===== config.mk =====
export PLATFORM = sky130hd
export DESIGN_NAME = csw_ctrl
export DESIGN_NICKNAME = d
export VERILOG_FILES = /design/src/rtl/csw_pkg.sv /design/src/rtl/csw_tmr_if.sv /design/src/rtl/csw_unlock.sv /design/src/rtl/csw_start_tmr.sv /design/src/rtl/csw_ctrl.sv
export SDC_FILE = /design/constraint.sdc
export NUM_CORES = 1
export LEC_CHECK = 0
export BUFFER_PORTS_ARGS = -buffer_cell sky130_fd_sc_hd__buf_2
export CAP_MARGIN = 40
export CORE_MARGIN = 2
export CORE_UTILIZATION = 25
export CTS_BUF_LIST = sky130_fd_sc_hd__clkbuf_8
export DETAILED_ROUTE_END_ITERATION = 16
export GPL_TIMING_DRIVEN = 0
export SYNTH_ARGS = -nofsm -noshare
export SYNTH_HDL_FRONTEND = slang
export SYNTH_SLANG_ARGS = --single-unit

===== constraint.sdc =====
create_clock -name i_clk -period 5.3 [get_ports i_clk]
set_clock_uncertainty 0.2 [all_clocks]
set_input_delay 1.06 -clock i_clk [delete_from_list [all_inputs] [get_ports i_clk]]
set_output_delay 1.06 -clock i_clk [all_outputs]
set_load 0.02 [all_outputs]

===== src/rtl/csw_pkg.sv =====
// constants, types and helpers of the system clock switch controller
// assumes one 250 MHz controller clock and synchronous inputs
package csw_pkg;

  // unlock keys
  localparam logic [7:0] CSW_KEY_HI1 = 8'h78;
  localparam logic [7:0] CSW_KEY_HI2 = 8'h9a;
  localparam logic [7:0] CSW_KEY_LO1 = 8'h46;
  localparam logic [7:0] CSW_KEY_LO2 = 8'h57;

  // osc_control_reg field positions
  localparam int CSW_CURRENT_SOURCE_FIELD_LSB = 12;
  localparam int CSW_NEXT_SOURCE_FIELD_LSB = 8;
  localparam int CSW_SWLOCK_BIT = 7;
  localparam int CSW_PLLLOCK_BIT = 5;
  localparam int CSW_CF_BIT = 3;
  localparam int CSW_SWITCH_REQUEST_BIT_BIT = 0;
  localparam int CSW_SRC_W = 3;
  localparam int CSW_NSRC = 8;

  // source codes and groups
  localparam logic [2:0] CSW_SRC_FRC = 3'h0;
  localparam logic [2:0] CSW_SRC_LOW_POWER_RC_OSC = 3'h5;
  localparam logic [2:0] CSW_CURRENT_SOURCE_FIELD_RST = 3'h0;
  localparam logic [2:0] CSW_NEXT_SOURCE_FIELD_RST = 3'h0;
  localparam logic [7:0] CSW_XTAL_SRCS = 8'h1c;
  localparam logic [7:0] CSW_PLL_SRCS = 8'h0a;

  // switching_config_field codes
  localparam logic [1:0] CSW_CFG_SW_ONLY = 2'h1;
  localparam logic [1:0] CSW_CFG_SW_FAIL_SAFE_MONITOR = 2'h0;
  localparam int CSW_CFG_DIS_BIT = 1;

  // timing
  localparam int CSW_CLK_MHZ = 250;
  localparam int CSW_OSCD_NS = 1000;
  localparam int CSW_OSCD_CYC = (CSW_OSCD_NS * CSW_CLK_MHZ + 999) / 1000;
  localparam int CSW_OST_CYC = 1024;
  localparam int CSW_CNT_W = 16;

  typedef enum logic [5:0] {
    CSW_IDLE     = 6'b000001,
    CSW_CHECK    = 6'b000010,
    CSW_WAIT_OSC = 6'b000100,
    CSW_WAIT_PLL = 6'b001000,
    CSW_SWITCH   = 6'b010000,
    CSW_SPARE    = 6'b100000
  } csw_state_t;

  typedef enum logic [2:0] {
    CSW_UNL_LOCKED = 3'b001,
    CSW_UNL_ARMED  = 3'b010,
    CSW_UNL_OPEN   = 3'b100
  } csw_unl_t;

  function automatic logic [7:0] csw_onehot(input logic [2:0] src);
    csw_onehot = 8'h01 << src;
  endfunction

  function automatic logic csw_is_xtal(input logic [2:0] src);
    csw_is_xtal = CSW_XTAL_SRCS[src];
  endfunction

  function automatic logic csw_uses_pll(input logic [2:0] src);
    csw_uses_pll = CSW_PLL_SRCS[src];
  endfunction

endpackage


===== src/rtl/csw_tmr_if.sv =====
// handshake between the switch controller and its start-up timer
// both ends on the controller clock
`timescale 1ns/1ps
interface csw_tmr_if;
  logic start;
  logic clear;
  logic running;
  logic done;
  modport ctrl (output start, output clear, output running, input done);
  modport tmr (input start, input clear, input running, output done);
endinterface


===== src/rtl/csw_unlock.sv =====
// two-write key sequencer opening one byte for one instruction
// assumes every byte write comes with an instruction strobe
`timescale 1ns/1ps
module csw_unlock
  import csw_pkg::*;
#(
  parameter logic [7:0] KEY1 = 8'h00,
  parameter logic [7:0] KEY2 = 8'h00
) (
  // clock and reset
  input wire logic i_clk,
  input wire logic i_reset,
  // byte write
  input wire logic i_instr,
  input wire logic i_wr,
  input wire logic [7:0] i_data,
  // window
  output logic o_open
);
  csw_unl_t state_q;

  always_ff @(posedge i_clk) begin
    if (i_reset) begin
      state_q <= CSW_UNL_LOCKED;
    end else if (i_instr) begin
      if (!i_wr || state_q == CSW_UNL_OPEN) begin
        state_q <= CSW_UNL_LOCKED;
      end else if (state_q == CSW_UNL_ARMED && i_data == KEY2) begin
        state_q <= CSW_UNL_OPEN;
      end else if (i_data == KEY1) begin
        state_q <= CSW_UNL_ARMED;
      end else begin
        state_q <= CSW_UNL_LOCKED;
      end
    end
  end

  assign o_open = (state_q == CSW_UNL_OPEN);
endmodule // csw_unlock


===== src/rtl/csw_start_tmr.sv =====
// crystal start-up delay then oscillator start timer
// clear stops and resets the count at once
`timescale 1ns/1ps
module csw_start_tmr
  import csw_pkg::*;
#(
  parameter int OSCD_CYC = CSW_OSCD_CYC,
  parameter int OST_CYC = CSW_OST_CYC
) (
  // clock and reset
  input wire logic i_clk,
  input wire logic i_reset,
  // controller side
  csw_tmr_if.tmr tif
);
  logic [CSW_CNT_W-1:0] cnt_q;
  logic [1:0] phase_q;
  logic busy_q;

  always_ff @(posedge i_clk) begin
    if (i_reset || tif.clear) begin
      cnt_q <= '0;
      phase_q <= 2'h0;
      busy_q <= 1'b0;
    end else if (tif.start) begin
      cnt_q <= '0;
      phase_q <= 2'h0;
      busy_q <= 1'b1;
    end else if (busy_q) begin
      if (phase_q == 2'h0) begin
        if (cnt_q == CSW_CNT_W'(OSCD_CYC - 1)) begin
          phase_q <= 2'h1;
          cnt_q <= '0;
        end else begin
          cnt_q <= cnt_q + 1'b1;
        end
      end else if (phase_q == 2'h1) begin
        if (tif.running) begin
          phase_q <= 2'h2;
        end
      end else if (phase_q == 2'h2) begin
        if (cnt_q == CSW_CNT_W'(OST_CYC - 1)) begin
          phase_q <= 2'h3;
        end else begin
          cnt_q <= cnt_q + 1'b1;
        end
      end
    end
  end

  assign tif.done = busy_q && (phase_q == 2'h3);
endmodule // csw_start_tmr


===== src/rtl/csw_ctrl.sv =====
// system clock switch controller: control register, unlock, switch sequence
// runs on the current system clock; inputs synchronous; reset is power-on
`timescale 1ns/1ps
module csw_ctrl
  import csw_pkg::*;
#(
  parameter int OSCD_CYC = CSW_OSCD_CYC,
  parameter int OST_CYC = CSW_OST_CYC
) (
  // clock and reset
  input wire logic i_clk,
  input wire logic i_reset,
  // software byte writes
  input wire logic i_instr,
  input wire logic i_wr_hi,
  input wire logic i_wr_lo,
  input wire logic [7:0] i_wr_data,
  // configuration
  input wire logic [1:0] i_switching_cfg,
  input wire logic i_wdt_en,
  // system events
  input wire logic i_sleep_req,
  input wire logic i_clk_fail,
  // oscillator status
  input wire logic [CSW_NSRC-1:0] i_osc_running,
  input wire logic i_pll_lock,
  // register and control outputs
  output logic [15:0] o_osc_control_reg,
  output logic [CSW_NSRC-1:0] o_osc_enable,
  output logic o_pll_enable,
  output logic [CSW_SRC_W-1:0] o_sys_clk_sel,
  output logic o_switch_busy,
  output logic o_sleep_go
);
  csw_state_t state_q;
  csw_state_t state_d;
  logic [2:0] current_source_field_q;
  logic [2:0] next_source_field_q;
  logic switch_request_bit_q;
  logic cf_q;
  logic lock_q;
  logic swlock_q;
  logic [CSW_NSRC-1:0] osc_en_q;
  logic [CSW_NSRC-1:0] osc_en_d;
  logic pll_en_q;
  logic sleep_go_q;
  logic hi_open;
  logic lo_open;
  logic hi_acc;
  logic lo_acc;
  logic sw_allowed;
  logic keep_low_power_rc_osc;
  logic fail;
  logic req_set;
  logic req_clr;
  logic abort;
  logic busy;
  logic redundant;
  logic valid_start;
  logic new_ready;
  logic switch_done;

  csw_tmr_if tif ();

  csw_unlock #(
    .KEY1(CSW_KEY_HI1),
    .KEY2(CSW_KEY_HI2)
  ) u_unl_hi (
    .i_clk(i_clk),
    .i_reset(i_reset),
    .i_instr(i_instr),
    .i_wr(i_wr_hi),
    .i_data(i_wr_data),
    .o_open(hi_open)
  );

  csw_unlock #(
    .KEY1(CSW_KEY_LO1),
    .KEY2(CSW_KEY_LO2)
  ) u_unl_lo (
    .i_clk(i_clk),
    .i_reset(i_reset),
    .i_instr(i_instr),
    .i_wr(i_wr_lo),
    .i_data(i_wr_data),
    .o_open(lo_open)
  );

  csw_start_tmr #(
    .OSCD_CYC(OSCD_CYC),
    .OST_CYC(OST_CYC)
  ) u_tmr (
    .i_clk(i_clk),
    .i_reset(i_reset),
    .tif(tif)
  );

  // configuration decode
  always_comb begin
    sw_allowed = !i_switching_cfg[CSW_CFG_DIS_BIT];
    if (swlock_q && i_switching_cfg == CSW_CFG_SW_ONLY) begin
      sw_allowed = 1'b0;
    end
    keep_low_power_rc_osc = i_wdt_en || (i_switching_cfg == CSW_CFG_SW_FAIL_SAFE_MONITOR);
    fail = i_clk_fail && (i_switching_cfg == CSW_CFG_SW_FAIL_SAFE_MONITOR);
  end

  // software access decode
  always_comb begin
    hi_acc = i_instr && i_wr_hi && hi_open && !switch_request_bit_q;
    lo_acc = i_instr && i_wr_lo && lo_open;
    req_set = lo_acc && i_wr_data[CSW_SWITCH_REQUEST_BIT_BIT] && !switch_request_bit_q && sw_allowed;
    req_clr = lo_acc && !i_wr_data[CSW_SWITCH_REQUEST_BIT_BIT] && switch_request_bit_q;
    abort = req_clr || i_sleep_req || fail;
    busy = (state_q != CSW_IDLE);
  end

  // switch sequence decode
  always_comb begin
    redundant = (state_q == CSW_CHECK) && (next_source_field_q == current_source_field_q) && !abort;
    valid_start = (state_q == CSW_CHECK) && (next_source_field_q != current_source_field_q) && !abort;
    if (csw_is_xtal(next_source_field_q)) begin
      new_ready = tif.done;
    end else begin
      new_ready = i_osc_running[next_source_field_q];
    end
    switch_done = (state_q == CSW_SWITCH) && !abort;
  end

  // timer hookup
  assign tif.start = valid_start && csw_is_xtal(next_source_field_q);
  assign tif.clear = abort && busy;
  assign tif.running = i_osc_running[next_source_field_q];

  // next state
  always_comb begin
    state_d = state_q;
    case (state_q)
      CSW_IDLE: begin
        if (switch_request_bit_q && !abort) begin
          state_d = CSW_CHECK;
        end
      end
      CSW_CHECK: begin
        if (redundant) begin
          state_d = CSW_IDLE;
        end else begin
          state_d = CSW_WAIT_OSC;
        end
      end
      CSW_WAIT_OSC: begin
        if (new_ready && csw_uses_pll(next_source_field_q)) begin
          state_d = CSW_WAIT_PLL;
        end else if (new_ready) begin
          state_d = CSW_SWITCH;
        end
      end
      CSW_WAIT_PLL: begin
        if (i_pll_lock) begin
          state_d = CSW_SWITCH;
        end
      end
      CSW_SWITCH: begin
        state_d = CSW_IDLE;
      end
      default: begin
        state_d = CSW_IDLE;
      end
    endcase
    if (abort) begin
      state_d = CSW_IDLE;
    end
  end

  always_ff @(posedge i_clk) begin
    if (i_reset) begin
      state_q <= CSW_IDLE;
    end else begin
      state_q <= state_d;
    end
  end

  // switch request bit
  always_ff @(posedge i_clk) begin
    if (i_reset) begin
      switch_request_bit_q <= 1'b0;
    end else if (fail || i_sleep_req) begin
      switch_request_bit_q <= 1'b0;
    end else if (redundant || switch_done || req_clr) begin
      switch_request_bit_q <= 1'b0;
    end else if (req_set) begin
      switch_request_bit_q <= 1'b1;
    end
  end

  // next source field, writable only between switches
  always_ff @(posedge i_clk) begin
    if (i_reset) begin
      next_source_field_q <= CSW_NEXT_SOURCE_FIELD_RST;
    end else if (hi_acc) begin
      next_source_field_q <= i_wr_data[CSW_SRC_W-1:0];
    end
  end

  // current source field
  always_ff @(posedge i_clk) begin
    if (i_reset) begin
      current_source_field_q <= CSW_CURRENT_SOURCE_FIELD_RST;
    end else if (fail) begin
      current_source_field_q <= CSW_SRC_FRC;
    end else if (switch_done) begin
      current_source_field_q <= next_source_field_q;
    end
  end

  // clock fail flag, a failure wins over the clear
  always_ff @(posedge i_clk) begin
    if (i_reset) begin
      cf_q <= 1'b0;
    end else if (fail) begin
      cf_q <= 1'b1;
    end else if (valid_start) begin
      cf_q <= 1'b0;
    end
  end

  // pll lock status
  always_ff @(posedge i_clk) begin
    if (i_reset) begin
      lock_q <= 1'b0;
    end else if (valid_start) begin
      lock_q <= 1'b0;
    end else begin
      lock_q <= i_pll_lock && pll_en_q;
    end
  end

  // write-once switch lock
  always_ff @(posedge i_clk) begin
    if (i_reset) begin
      swlock_q <= 1'b0;
    end else if (lo_acc && i_wr_data[CSW_SWLOCK_BIT]) begin
      swlock_q <= 1'b1;
    end
  end

  // oscillator enables, make before break
  always_comb begin
    osc_en_d = osc_en_q;
    if (valid_start) begin
      osc_en_d = osc_en_q | csw_onehot(next_source_field_q);
    end
    if (switch_done) begin
      osc_en_d = (osc_en_q & ~csw_onehot(current_source_field_q)) | csw_onehot(next_source_field_q);
    end
    if (abort && busy && state_q != CSW_CHECK) begin
      osc_en_d = (osc_en_q & ~csw_onehot(next_source_field_q)) | csw_onehot(current_source_field_q);
    end
    if (fail) begin
      osc_en_d = osc_en_d | csw_onehot(CSW_SRC_FRC);
    end
    if (keep_low_power_rc_osc) begin
      osc_en_d = osc_en_d | csw_onehot(CSW_SRC_LOW_POWER_RC_OSC);
    end
  end

  always_ff @(posedge i_clk) begin
    if (i_reset) begin
      osc_en_q <= csw_onehot(CSW_CURRENT_SOURCE_FIELD_RST);
    end else begin
      osc_en_q <= osc_en_d;
    end
  end

  // pll enable
  always_ff @(posedge i_clk) begin
    if (i_reset) begin
      pll_en_q <= csw_uses_pll(CSW_CURRENT_SOURCE_FIELD_RST);
    end else if (fail) begin
      pll_en_q <= 1'b0;
    end else if (abort && busy) begin
      pll_en_q <= csw_uses_pll(current_source_field_q);
    end else if (valid_start && csw_uses_pll(next_source_field_q)) begin
      pll_en_q <= 1'b1;
    end else if (switch_done) begin
      pll_en_q <= csw_uses_pll(next_source_field_q);
    end
  end

  // sleep goes ahead one cycle after the abort
  always_ff @(posedge i_clk) begin
    if (i_reset) begin
      sleep_go_q <= 1'b0;
    end else begin
      sleep_go_q <= i_sleep_req;
    end
  end

  assign o_osc_control_reg = {1'b0, current_source_field_q, 1'b0, next_source_field_q,
                              swlock_q, 1'b0, lock_q, 1'b0, cf_q, 2'h0, switch_request_bit_q};
  assign o_osc_enable = osc_en_q;
  assign o_pll_enable = pll_en_q;
  assign o_sys_clk_sel = current_source_field_q;
  assign o_switch_busy = (state_q != CSW_IDLE);
  assign o_sleep_go = sleep_go_q;
endmodule // csw_ctrl


==> key figures, run 1 <==
Synth
  • Number of enable flip-flop cells after synthesis: 0
  • Top-area cell type share of the netlist area: about a third
  • Synth warn: 0
  • Synth Cell Area: 3220 sq um
  • Synthesized flop and latch total: 53
  • Area contributors post-synth: dfxtp_1 (33%), a21oi_1 (3.7%), nand2_1 (3.7%)
  • Synth Flop Type: dfxtp_1
  • Post-synth ARST share: 0%
  • Synth area leader: dfxtp_1
  • Synth Area per Inst: 8.20 sq um
  • Share of the yosys chip area belonging to registers: between 30% and 40%
  • Yosys cell types: 66
  • Mapped Cells: between 300 and 400

Hold path
  • Min-delay worst type: register to register
  • Hold Path Stages: 2
  • Worst Hold End: u_unl_hi.state_q[2]$_SDFFE_PP0P_
  • Hold Startpoint: u_unl_hi.state_q[2]$_SDFFE_PP0P_

Floorplan
  • Initial Util: 25.5%
  • Height of the chip: 118 um
  • Die area: 13800 sq um
  • Cell Rows: 41
  • Die width: 118 um
  • Core area: 12600 sq um
  • # IOs: 57

Clocking
  • CTS root buf: clkbuf_8
  • Htree depth: 2
  • CTS Hold Bufs: 0
  • Maximum root-to-sink buffer count: 2
  • Clk sinks: 53
  • CTS Buf Count: 5
  • Clk slew on worst S/H paths: about 0.10 ns
  • CTS tree: yes
  • Clk_lat worst skew: 0.32 ns
  • Post-CTS resize count: 0
  • Setup bufs post-CTS: 0

GRT
  • Global-route wire length before repair: 14700 um
  • GRT Total Usage: about an eighth
  • Initial antenna violation count: 0
  • Busiest grt layer: met2
  • Remaining Overflow, GRT: 0
  • Met3 Use GR: 2.37%
  • Met1 Resource Use GR: between 15 and 20%
  • Number of global-route vias before repair: about 3k
  • Largest net degree at the start of global routing: 17
  • Grt met2 use: approximately a fifth

Power
  • Sw Share: about 26%
  • Logic pwr share: 7.6%
  • Seq pwr share: 58.3%
  • PwrDens: 182 nW/um^2
  • Clk pwr share: 34.1%
  • Cell leakage power: about 1.3 nW
  • Psw: 0.177 mW
  • Pint: 0.512 mW
  • Peak supply drop: 0.0888 mV

Placed design
  • IO Port Bufs: 48
  • GPL Wtd Cong: 0.818
  • Place WS: ~1.7 ns
  • Detailed Place HPWL: 6670 um

Cells and area
  • Layout Utilization: approximately 30%
  • Most common cell after layout, fill and taps aside: dfxtp_1
  • Layout cells sized above 1: 20.3%
  • Diodes inserted: 0
  • NumNets Final: 487
  • Most frequent cells in the layout: dfxtp_1 (53), buf_2 (51), nand2_1 (32)
  • Layout area overhead: 17.4%

Detailed routing
  • WL final: 8820 um
  • DRT iter0 DRCs: 176
  • Post-route ant nets: 0
  • Vias per inst: 5.06
  • Avg WL per Cell: 14.1 um
  • Vias: ~3.2k
  • # DRC: 0
  • Initial DRT Pass Iterations: 4

Critical path
  • Critical Path AT: 3.27 ns
  • R2r endpoint: u_tmr.cnt_q[0]$_SDFFE_PP0P_
  • R2R depth: 8
  • CP startpoint kind: input port
  • Worst EP required: about 5.3 ns
  • Worst r2r src: u_tmr.phase_q[1]$_SDFFE_PP0P_
  • Critical path type: input port to register
  • Nature of the critical path endpoint: register
  • R2R Setup Slk: 2.53 ns
  • CP max FO: 10

Timing
  • Slew @ Worst Pin: 0.766 ns
  • Final-report setup violation count: 0
  • Minimum clock period: approximately 3.3 ns
  • TNS Setup: 0 ns
  • Final worst path period share: 61.6%
  • Final Hold Fails: 0
  • RSZ-0062 raised after global routing: no
  • Min setup slack post-route: 2.04 ns
  • Final-report max-slew violation count: 0
  • Fmax: between 300 and 400 MHz
  • Normalized max-slew margin: about half

Run status
  • Status: finished clean

Job
  • Max cap viols: 0
how the worst max path moves through the flow:
stage | cells past startpoint | from | to
final | 8 | i_switching_cfg[1] | u_tmr.cnt_q[0]$_SDFFE_PP0P_
after global routing | 8 | i_switching_cfg[1] | u_tmr.cnt_q[12]$_SDFFE_PP0P_
after CTS | 8 | i_switching_cfg[1] | u_tmr.cnt_q[0]$_SDFFE_PP0P_
after detailed placement | 8 | i_switching_cfg[1] | u_tmr.cnt_q[0]$_SDFFE_PP0P_
after global placement | 8 | i_switching_cfg[1] | u_tmr.cnt_q[0]$_SDFFE_PP0P_
after floorplan | 7 | i_instr | o_osc_enable[1]$_SDFFE_PP0P_
power groups by stage:
stage / Sequential, mW / Clock [mW] / Combinational, mW
after CTS: 0.402 / 0.249 / 0.0524
after global routing: 0.402 / 0.262 / 0.0570
final: 0.402 / 0.235 / 0.0522
after detailed placement: 0.411 / 0 / 0.0522
after global placement: 0.411 / 0 / 0.0520
after floorplan: 0.412 / 0 / 0.0291
critical path, stage by stage:
cell	delay (ns)
buf_2	0.11
nor3b_1	0.64
a211o_1	0.21
clkbuf_1	0.36
a221oi_1	0.20
nand2_1	0.26
buf_2	0.33
nor2_1	0.09
logic make-up (layout without fill, tap and decap cells):
group / Yosys count / count (layout) / synth area share, %
adder cells (fa/ha/maj): 7 / 7 / 2.72
AO/OA/AOI/OAI: 99 / 99 / 21.4
buffers and inverters: 45 / 101 / 7.10
other: 1 / 6 / 0.116
flip-flops: 53 / 53 / 32.9
AND/OR/NAND/NOR: 170 / 170 / 29.9
multiplexers: 13 / 13 / 4.50
XOR/XNOR: 5 / 5 / 1.36
cell usage after synthesis, types with 3 or more instances:
cell and n:
dfxtp_1 53, nand2b_1 11, nor4bb_1 3, nand2_1 32, o211ai_1 5, ha_1 7, o21ai_0 10, buf_4 13
o31ai_1 11, xnor2_1 3, mux2i_1 10, a21oi_1 24, buf_2 3, and3_1 3, or2_2 3, inv_1 14
or3_1 14, nand3_1 14, a221oi_1 7, clkbuf_1 13, or4_1 12, nor2_1 25, o22ai_1 4, nor3b_1 3
a211oi_1 7, and2_1 6, nor3_1 13, a21oi_2 8, nand4_1 7, nor2b_1 6, o21ai_1 5
metal layers:
| metal | wire length [um] | up-vias |
|---|---|---|
| met2 | 4010 | 92 |
| met1 | 4180 | 1495 |
| met3 | 487 | 10 |
| met5 | 0 | - |
| li1 | - | 1568 |
| met4 | 142 | 0 |
sequential cells by signal, summed over array words and instances (netlist names), 2 cells and up, named ones only:
| signal | flops |
|---|---|
| u_tmr.cnt_q | 16 |
| u_unl_hi.state_q | 3 |
| o_osc_enable | 8 |
| o_sys_clk_sel | 3 |
| u_unl_lo.state_q | 3 |
| next_source_field_q | 3 |
| u_tmr.phase_q | 2 |
| state_q | 5 |
cell type report:
cell class | count | area [sq um]
clock buffers | 5 | 68.8
multi-input cells | 300 | 1950
flip-flops and latches | 53 | 1060
clock inverters | 3 | 18.8
fillers | 1417 | 8830
plain buffers | 31 | 176
repair buffers | 48 | 240
well taps | 172 | 215
inverters | 14 | 52.6
through the flow:
step / instances / hold WS [ns] / total power, mW / area [sq um]
floorplan: 398 / 0.255 / 0.441 / 3240
global placement: 618 / 0.271 / 0.463 / 3700
detailed placement: 618 / 0.285 / 0.463 / 3700
CTS: 626 / 0.305 / 0.703 / 3780
global route: 626 / 0.322 / 0.721 / 3780
finish: 626 / 0.304 / 0.689 / 3780
No activity file was read; power rests on OpenSTA's default activity.
==> run 2: changes to the inputs <==
--- a/config.mk
+++ b/config.mk
@@ -5,6 +5,7 @@
 export SDC_FILE = /design/constraint.sdc
 export NUM_CORES = 1
 export LEC_CHECK = 0
+export ABC_AREA = 1
 export BUFFER_PORTS_ARGS = -buffer_cell sky130_fd_sc_hd__buf_2
 export CAP_MARGIN = 40
 export CORE_MARGIN = 2
==> constraint.sdc (replaced) <==
create_clock -name i_clk -period 3.15 [get_ports i_clk]
set_clock_uncertainty 0.2 [all_clocks]
set_input_delay 0.63 -clock i_clk [delete_from_list [all_inputs] [get_ports i_clk]]
set_output_delay 0.63 -clock i_clk [all_outputs]
set_load 0.02 [all_outputs]
==> run 2 against run 1 <==
Synthesized cell count up 37%. Synthesized area up 7.8%. Hold slack worse by 0.024 ns. Non-clock buffer count down 2. Critical path depth up 1. Combinational power up 84%.
==> key figures, run 2 <==
Critical path
  • Nature of the critical path endpoint: register
  • CP max stage cell: dfxtp_1
  • Critical path type: register to register
  • CP startpoint kind: register
  • CP max stage delay: 0.44 ns
  • CP most frequent cell: nand3_1
  • Worst EP required: 3.16 ns
  • CP max FO: 10
  • Worst path cell trace: ha_1 -> nand3_1 -> nor2_2 -> nand3_1 -> nand3_4 -> inv_2 -> buf_6 -> nand3b_1 -> a21oi_1
  • Critical Path AT: 2.09 ns

Floorplan
  • Die width: 122 um
  • Initial Util: ~25%
  • Cell Rows: 43
  • Die area: 14900 sq um
  • # IOs: 57
  • Core area: 13700 sq um
  • Height of the chip: 122 um

Placed design
  • IO Port Bufs: 50
  • Place WS: 0.810 ns
  • Detailed Place HPWL: 6990 um
  • GPL Wtd Cong: about 0.9

Clocking
  • CTS Buf Count: 5
  • Setup bufs post-CTS: 0
  • CTS Hold Bufs: 0
  • Htree depth: 2
  • Maximum root-to-sink buffer count: 2
  • CTS tree: yes
  • Clk slew on worst S/H paths: about 0.12 ns
  • Clk sinks: 53
  • CTS root buf: clkbuf_8
  • Clk_lat worst skew: 0.32 ns
  • Post-CTS resize count: 0

Cells and area
  • Largest reg by FF count: u_tmr.cnt_q
  • NumNets Final: about 630
  • Layout area overhead: 17.0%
  • Diodes inserted: 0
  • Layout cells sized above 1: 18.3%
  • Most frequent cells in the layout: nand2_1 (119), nor2_1 (68), inv_1 (66)
  • Max reg flops: 16
  • Most common cell after layout, fill and taps aside: nand2_1

Detailed routing
  • DRT iter0 DRCs: 129
  • Vias per inst: roughly 4.4
  • Avg WL per Cell: 11.3 um
  • # DRC: 0
  • Post-route ant nets: 0
  • WL final: ~9000 um
  • Initial DRT Pass Iterations: 4
  • Vias: 3454

Timing
  • Final-report setup violation count: 0
  • Fmax: 482 MHz
  • Final-report max-slew violation count: 0
  • TNS Setup: 0 ns
  • Slew @ Worst Pin: ~0.5 ns
  • Hold Worst Slack: 0.280 ns
  • Normalized max-slew margin: 66.1%
  • Final Hold Fails: 0
  • Minimum clock period: 2.08 ns
  • Final worst path period share: 65.9%
  • RSZ-0062 raised after global routing: no
  • Min setup slack post-route: about 1.1 ns

Power
  • Peak supply drop: between 0.15 and 0.2 mV
  • Cell leakage power: 1.83 nW
  • PwrDens: 296 nW/um^2

Synth
  • Post-synth ARST share: 0%
  • Yosys cell types: 39
  • Synthesized flop and latch total: 53
  • Top-area cell type share of the netlist area: 30.5%
  • Synth warn: 0
  • Synth area leader: dfxtp_1
  • Share of the yosys chip area belonging to registers: 30.5%
  • Most common cell in the netlist: nand2_1
  • Mapped Cells: 537
  • Top cells by count, synth: nand2_1 (119), nor2_1 (68), inv_1 (66)
  • Synth Area per Inst: 6.47 sq um
  • Synth Cell Area: 3480 sq um
  • Synth Flop Type: dfxtp_1
  • Number of enable flip-flop cells after synthesis: 0
  • Area contributors post-synth: dfxtp_1 (31%), nand2_1 (13%), nand3_1 (7.8%)

GRT
  • Initial antenna violation count: 0
  • Remaining Overflow, GRT: 0
  • Number of global-route vias before repair: 3243
  • Largest net degree at the start of global routing: 20
  • Global-route wire length before repair: 15200 um
  • GRT Total Usage: 12.5%

Job
  • Max cap viols: 0

Run status
  • Status: finished clean

Hold path
  • Min-delay worst type: register to register
## run 2: cell count changes in the layout (fill, tap and decap cells not counted), moves of 7 or more
cell,change
clkbuf_1,-12
or3_1,-14
mux2i_1,-10
nand3_1,+40
inv_1,+51
a211oi_1,-7
nand2_1,+87
a221oi_1,-7
o21ai_0,+14
nor2_1,+43
o31ai_1,-11
nand2b_1,-11
or4_1,-12
## run 2: worst paths after layout
check	start	end	slack, ns	depth (start not counted)
worst min-delay path	u_unl_lo.state_q[1]$_SDFFE_PP0P_	u_unl_lo.state_q[1]$_SDFFE_PP0P_	0.28	2
worst max-delay path	u_tmr.cnt_q[0]$_SDFFE_PP0P_	u_tmr.cnt_q[1]$_SDFFE_PP0P_	1.07	9
worst min register to register	u_unl_lo.state_q[1]$_SDFFE_PP0P_	u_unl_lo.state_q[1]$_SDFFE_PP0P_	0.28	2
worst max register to register	u_tmr.cnt_q[0]$_SDFFE_PP0P_	u_tmr.cnt_q[1]$_SDFFE_PP0P_	1.07	9
## run 2: area by class of cell
cell class | instances | area [sq um]
multi-input cells | 393 | 1980
flip-flops and latches | 53 | 1060
plain buffers | 27 | 193
fillers | 1527 | 9650
inverters | 69 | 259
well taps | 180 | 225
clock inverters | 3 | 28.8
repair buffers | 50 | 250
clock buffers | 5 | 68.8
## run 2: worst max-delay path, delay by kind of cell, from the launching register on
family | cells | cell delay, ns
and+or+nand+nor | 5 | 0.80
DFF | 1 | 0.44
adders and majority gates | 1 | 0.26
buffers and inverters | 2 | 0.22
AOI/OAI and AO/OA | 1 | 0.06
## run 2: per-stage QoR
stage | instances | utilization, % | power [mW] | area [sq um]
after floorplan | 542 | - | 0.751 | 3490
after global placement | 772 | 28.9 | 0.788 | 3970
after detailed placement | 772 | 28.9 | 0.788 | 3970
after CTS | 780 | 29.6 | 1.22 | 4070
after global routing | 780 | 29.6 | 1.26 | 4070
final | 780 | 29.6 | 1.21 | 4070
## run 2: per-layer routing
layer / track usage [%] / up-vias / share of wire, %
li1: - / 1839 / -
met1: 16.4 / 1542 / 48
met2: 21.4 / 67 / 47
met3: 2.01 / 6 / 4.0
met4: 3.09 / 0 / 0.92
met5: 0 / - / 0
## run 2: report_power, final
part | switching [mW] | internal, mW | total, mW
Sequential | 0.00305 | 0.673 | 0.676
Combinational | 0.0597 | 0.0362 | 0.0959
Clock | 0.266 | 0.167 | 0.433
Total | 0.328 | 0.877 | 1.21
## run 2: cells by family after synthesis
logic type | Yosys count | share of synthesized area [%]
other | 1 | 0.108
xor gates and xnor gates | 12 | 3.02
buffers and inverters | 96 | 13.0
and+or+nand+nor | 296 | 38.8
AOI/OAI and AO/OA | 72 | 12.1
DFF | 53 | 30.5
adders and majority gates | 7 | 2.52
==> run 3: changes to the inputs <==
--- a/config.mk
+++ b/config.mk
@@ -5,7 +5,7 @@
 export SDC_FILE = /design/constraint.sdc
 export NUM_CORES = 1
 export LEC_CHECK = 0
-export ABC_AREA = 1
+export ABC_AREA = 0
 export BUFFER_PORTS_ARGS = -buffer_cell sky130_fd_sc_hd__buf_2
 export CAP_MARGIN = 40
 export CORE_MARGIN = 2
==> constraint.sdc (replaced) <==
create_clock -name i_clk -period 2.1 [get_ports i_clk]
set_clock_uncertainty 0.2 [all_clocks]
set_input_delay 0.42 -clock i_clk [delete_from_list [all_inputs] [get_ports i_clk]]
set_output_delay 0.42 -clock i_clk [all_outputs]
set_load 0.02 [all_outputs]
==> run 3 against run 2 <==
The flow now finishes with violations (setup timing). Setup slack lost 1.4 ns. Sequential power grew 48%. Sequential share of layout area shrank 2.5 points. Flip-flop and latch count is the same. Count of clock-buffer cells in the layout is the same. Global-route usage grew 1.7 points. Hold slack lost 0.12 ns.
==> key figures, run 3 (synthesized netlist as in run 1, its figures left out) <==
Run status
  • Status: finished, violations left
  • Failing checks: setup timing

Cells and area
  • Layout area overhead: 45.2%
  • Fill cells: between 1k and 1.5k
  • Largest reg by FF count: u_tmr.cnt_q
  • Most frequent cells in the layout: buf_4 (58), buf_2 (47), dfxtp_1 (33)
  • NumNets Final: roughly 540
  • Layout cells sized above 1: 44.4%
  • Most common cell after layout, fill and taps aside: buf_4
  • Max reg flops: 16
  • Diodes inserted: 0

Power
  • Final Power: between 1.5 and 2 mW
  • Cell leakage power: 1.72 nW
  • Peak supply drop: 0.265 mV
  • PwrDens: 376 nW/um^2

Detailed routing
  • WL final: between 10000 and 15000 um
  • Avg WL per Cell: about 15 um
  • Post-route ant nets: 0
  • # DRC: 0
  • DRT iter0 DRCs: 214
  • Vias: about 3.5k
  • Initial DRT Pass Iterations: 5
  • Vias per inst: 5.17

Clocking
  • Htree depth: 2
  • CTS Hold Bufs: 0
  • Clk_lat worst skew: roughly 0.32 ns
  • Maximum root-to-sink buffer count: 2
  • Clk sinks: 53
  • Clk slew on worst S/H paths: ~0.11 ns
  • CTS tree: yes
  • CTS Buf Count: 5
  • CTS root buf: clkbuf_8

GRT
  • Met3 Use GR: 2.91%
  • GRT Total Usage: approximately 14%
  • Global-route wire length before repair: 16400 um
  • Number of global-route vias before repair: 3278
  • Largest net degree at the start of global routing: 16
  • Grt met2 use: 24.6%
  • Remaining Overflow, GRT: 0
  • Met1 Resource Use GR: 18.0%
  • Busiest grt layer: met2
  • Initial antenna violation count: 0

Timing
  • Normalized max-slew margin: between 50% and 60%
  • Fmax: 418 MHz
  • Final worst path period share: 114%
  • Slew @ Worst Pin: 0.705 ns
  • Final Hold Fails: 0
  • Final-report max-slew violation count: 0
  • Final-report setup violation count: 19
  • Minimum clock period: 2.40 ns
  • Min setup slack post-route: -0.295 ns
  • RSZ-0062 raised after global routing: yes

Floorplan
  • # IOs: 57
  • Height of the chip: 118 um
  • Initial Util: 25.5%
  • Cell Rows: 41
  • Core area: 12600 sq um
  • Die width: approximately 120 um
  • Die area: 13800 sq um

Critical path
  • Critical path buffer and inverter count: 1
  • Critical path type: register to register
  • Nature of the critical path endpoint: register
  • CP max FO: 6
  • R2R Setup Slk: -0.30 ns
  • Critical Path AT: between 2 and 2.5 ns
  • CP max stage delay: 0.58 ns
  • Cell family with the largest share of critical-path delay: simple AND/OR/NAND/NOR gates
  • Worst path cell trace: or4bb_1 -> or4_4 -> a31oi_4 -> buf_6 -> o31ai_1 -> a21oi_2
  • CP max stage cell: or4_4
  • Worst EP required: 2.15 ns
  • CP startpoint kind: register

Placed design
  • Place WS: -0.644 ns
  • Detailed Place HPWL: between 6000 and 7000 um
  • GPL Wtd Cong: 0.857
  • IO Port Bufs: 48

Job
  • Max cap viols: 0

Hold path
  • Min-delay worst type: input port to register
==> run 3: stage by stage <==
| step | util, % | TNS (ns) | instance area (sq um) | hold slack (ns) | cells |
|---|---|---|---|---|---|
| 2_1_floorplan | - | -2.64 | 3290 | 0.254 | 398 |
| 3_3_place_gp | 29.7 | -17.83 | 3740 | 0.272 | 618 |
| 3_5_place_dp | 29.7 | -17.65 | 3740 | 0.277 | 618 |
| 4_1_cts | 34.4 | -4.04 | 4340 | 0.159 | 656 |
| 5_1_grt | 37.1 | -6.10 | 4680 | 0.164 | 677 |
| 6_report | 37.1 | -4.75 | 4680 | 0.159 | 677 |
==> run 3: report_power, final <==
| group | internal (mW) | total [mW] | switching, mW | leakage (nW) |
|---|---|---|---|---|
| Clock | 0.228 | 0.581 | 0.353 | 0.0491 |
| Combinational | 0.0779 | 0.173 | 0.0954 | 1.23 |
| Sequential | 1.00 | 1.00 | 0.00441 | 0.438 |
==> run 3: area by class of cell <==
type	instances	area, sq um	share of cell area, %
sequential	53	1100	23.6
inverter	14	55.1	1.18
multi-input combinational	301	2310	49.5
clock buffer	5	68.8	1.47
tap	172	215	4.60
buffer	30	224	4.79
clock inverter	3	13.8	0.294
timing repair buffer	99	684	14.6
==> run 3: worst register-to-register path: cells and delay by family (launching register included) <==
kind / cells / cell delay (ns)
flops: 1 / 0.37
compound gates: 3 / 0.54
buf+inv: 1 / 0.19
simple gates: 2 / 1.05
==> run 3: worst paths after layout <==
| check | from | endpoint | depth (start not counted) |
|---|---|---|---|
| min | i_wdt_en | o_osc_enable[5]$_SDFFE_PP0P_ | 3 |
| max | u_tmr.cnt_q[9]$_SDFFE_PP0P_ | u_tmr.cnt_q[15]$_SDFFE_PP0P_ | 6 |
| max reg2reg | u_tmr.cnt_q[9]$_SDFFE_PP0P_ | u_tmr.cnt_q[15]$_SDFFE_PP0P_ | 6 |
| min reg2reg | u_tmr.cnt_q[1]$_SDFFE_PP0P_ | u_tmr.cnt_q[1]$_SDFFE_PP0P_ | 2 |
==> run 3: metal layers <==
metal	wire, um	vias to the layer above	share of wire (%)
met1	4660	1706	45
met3	482	16	4.7
met5	0	-	0
met4	145	0	1.4
met2	5030	104	49
li1	-	1673	-
==> run 3: what timing repair did <==
action | 4_1_cts | 5_1_grt
pin swaps | 24 | 23
cloned | 3 | 0
resized for setup | 70 | 52
endpoints found under the setup margin | 37 | 32
buffers inserted | 28 | 21
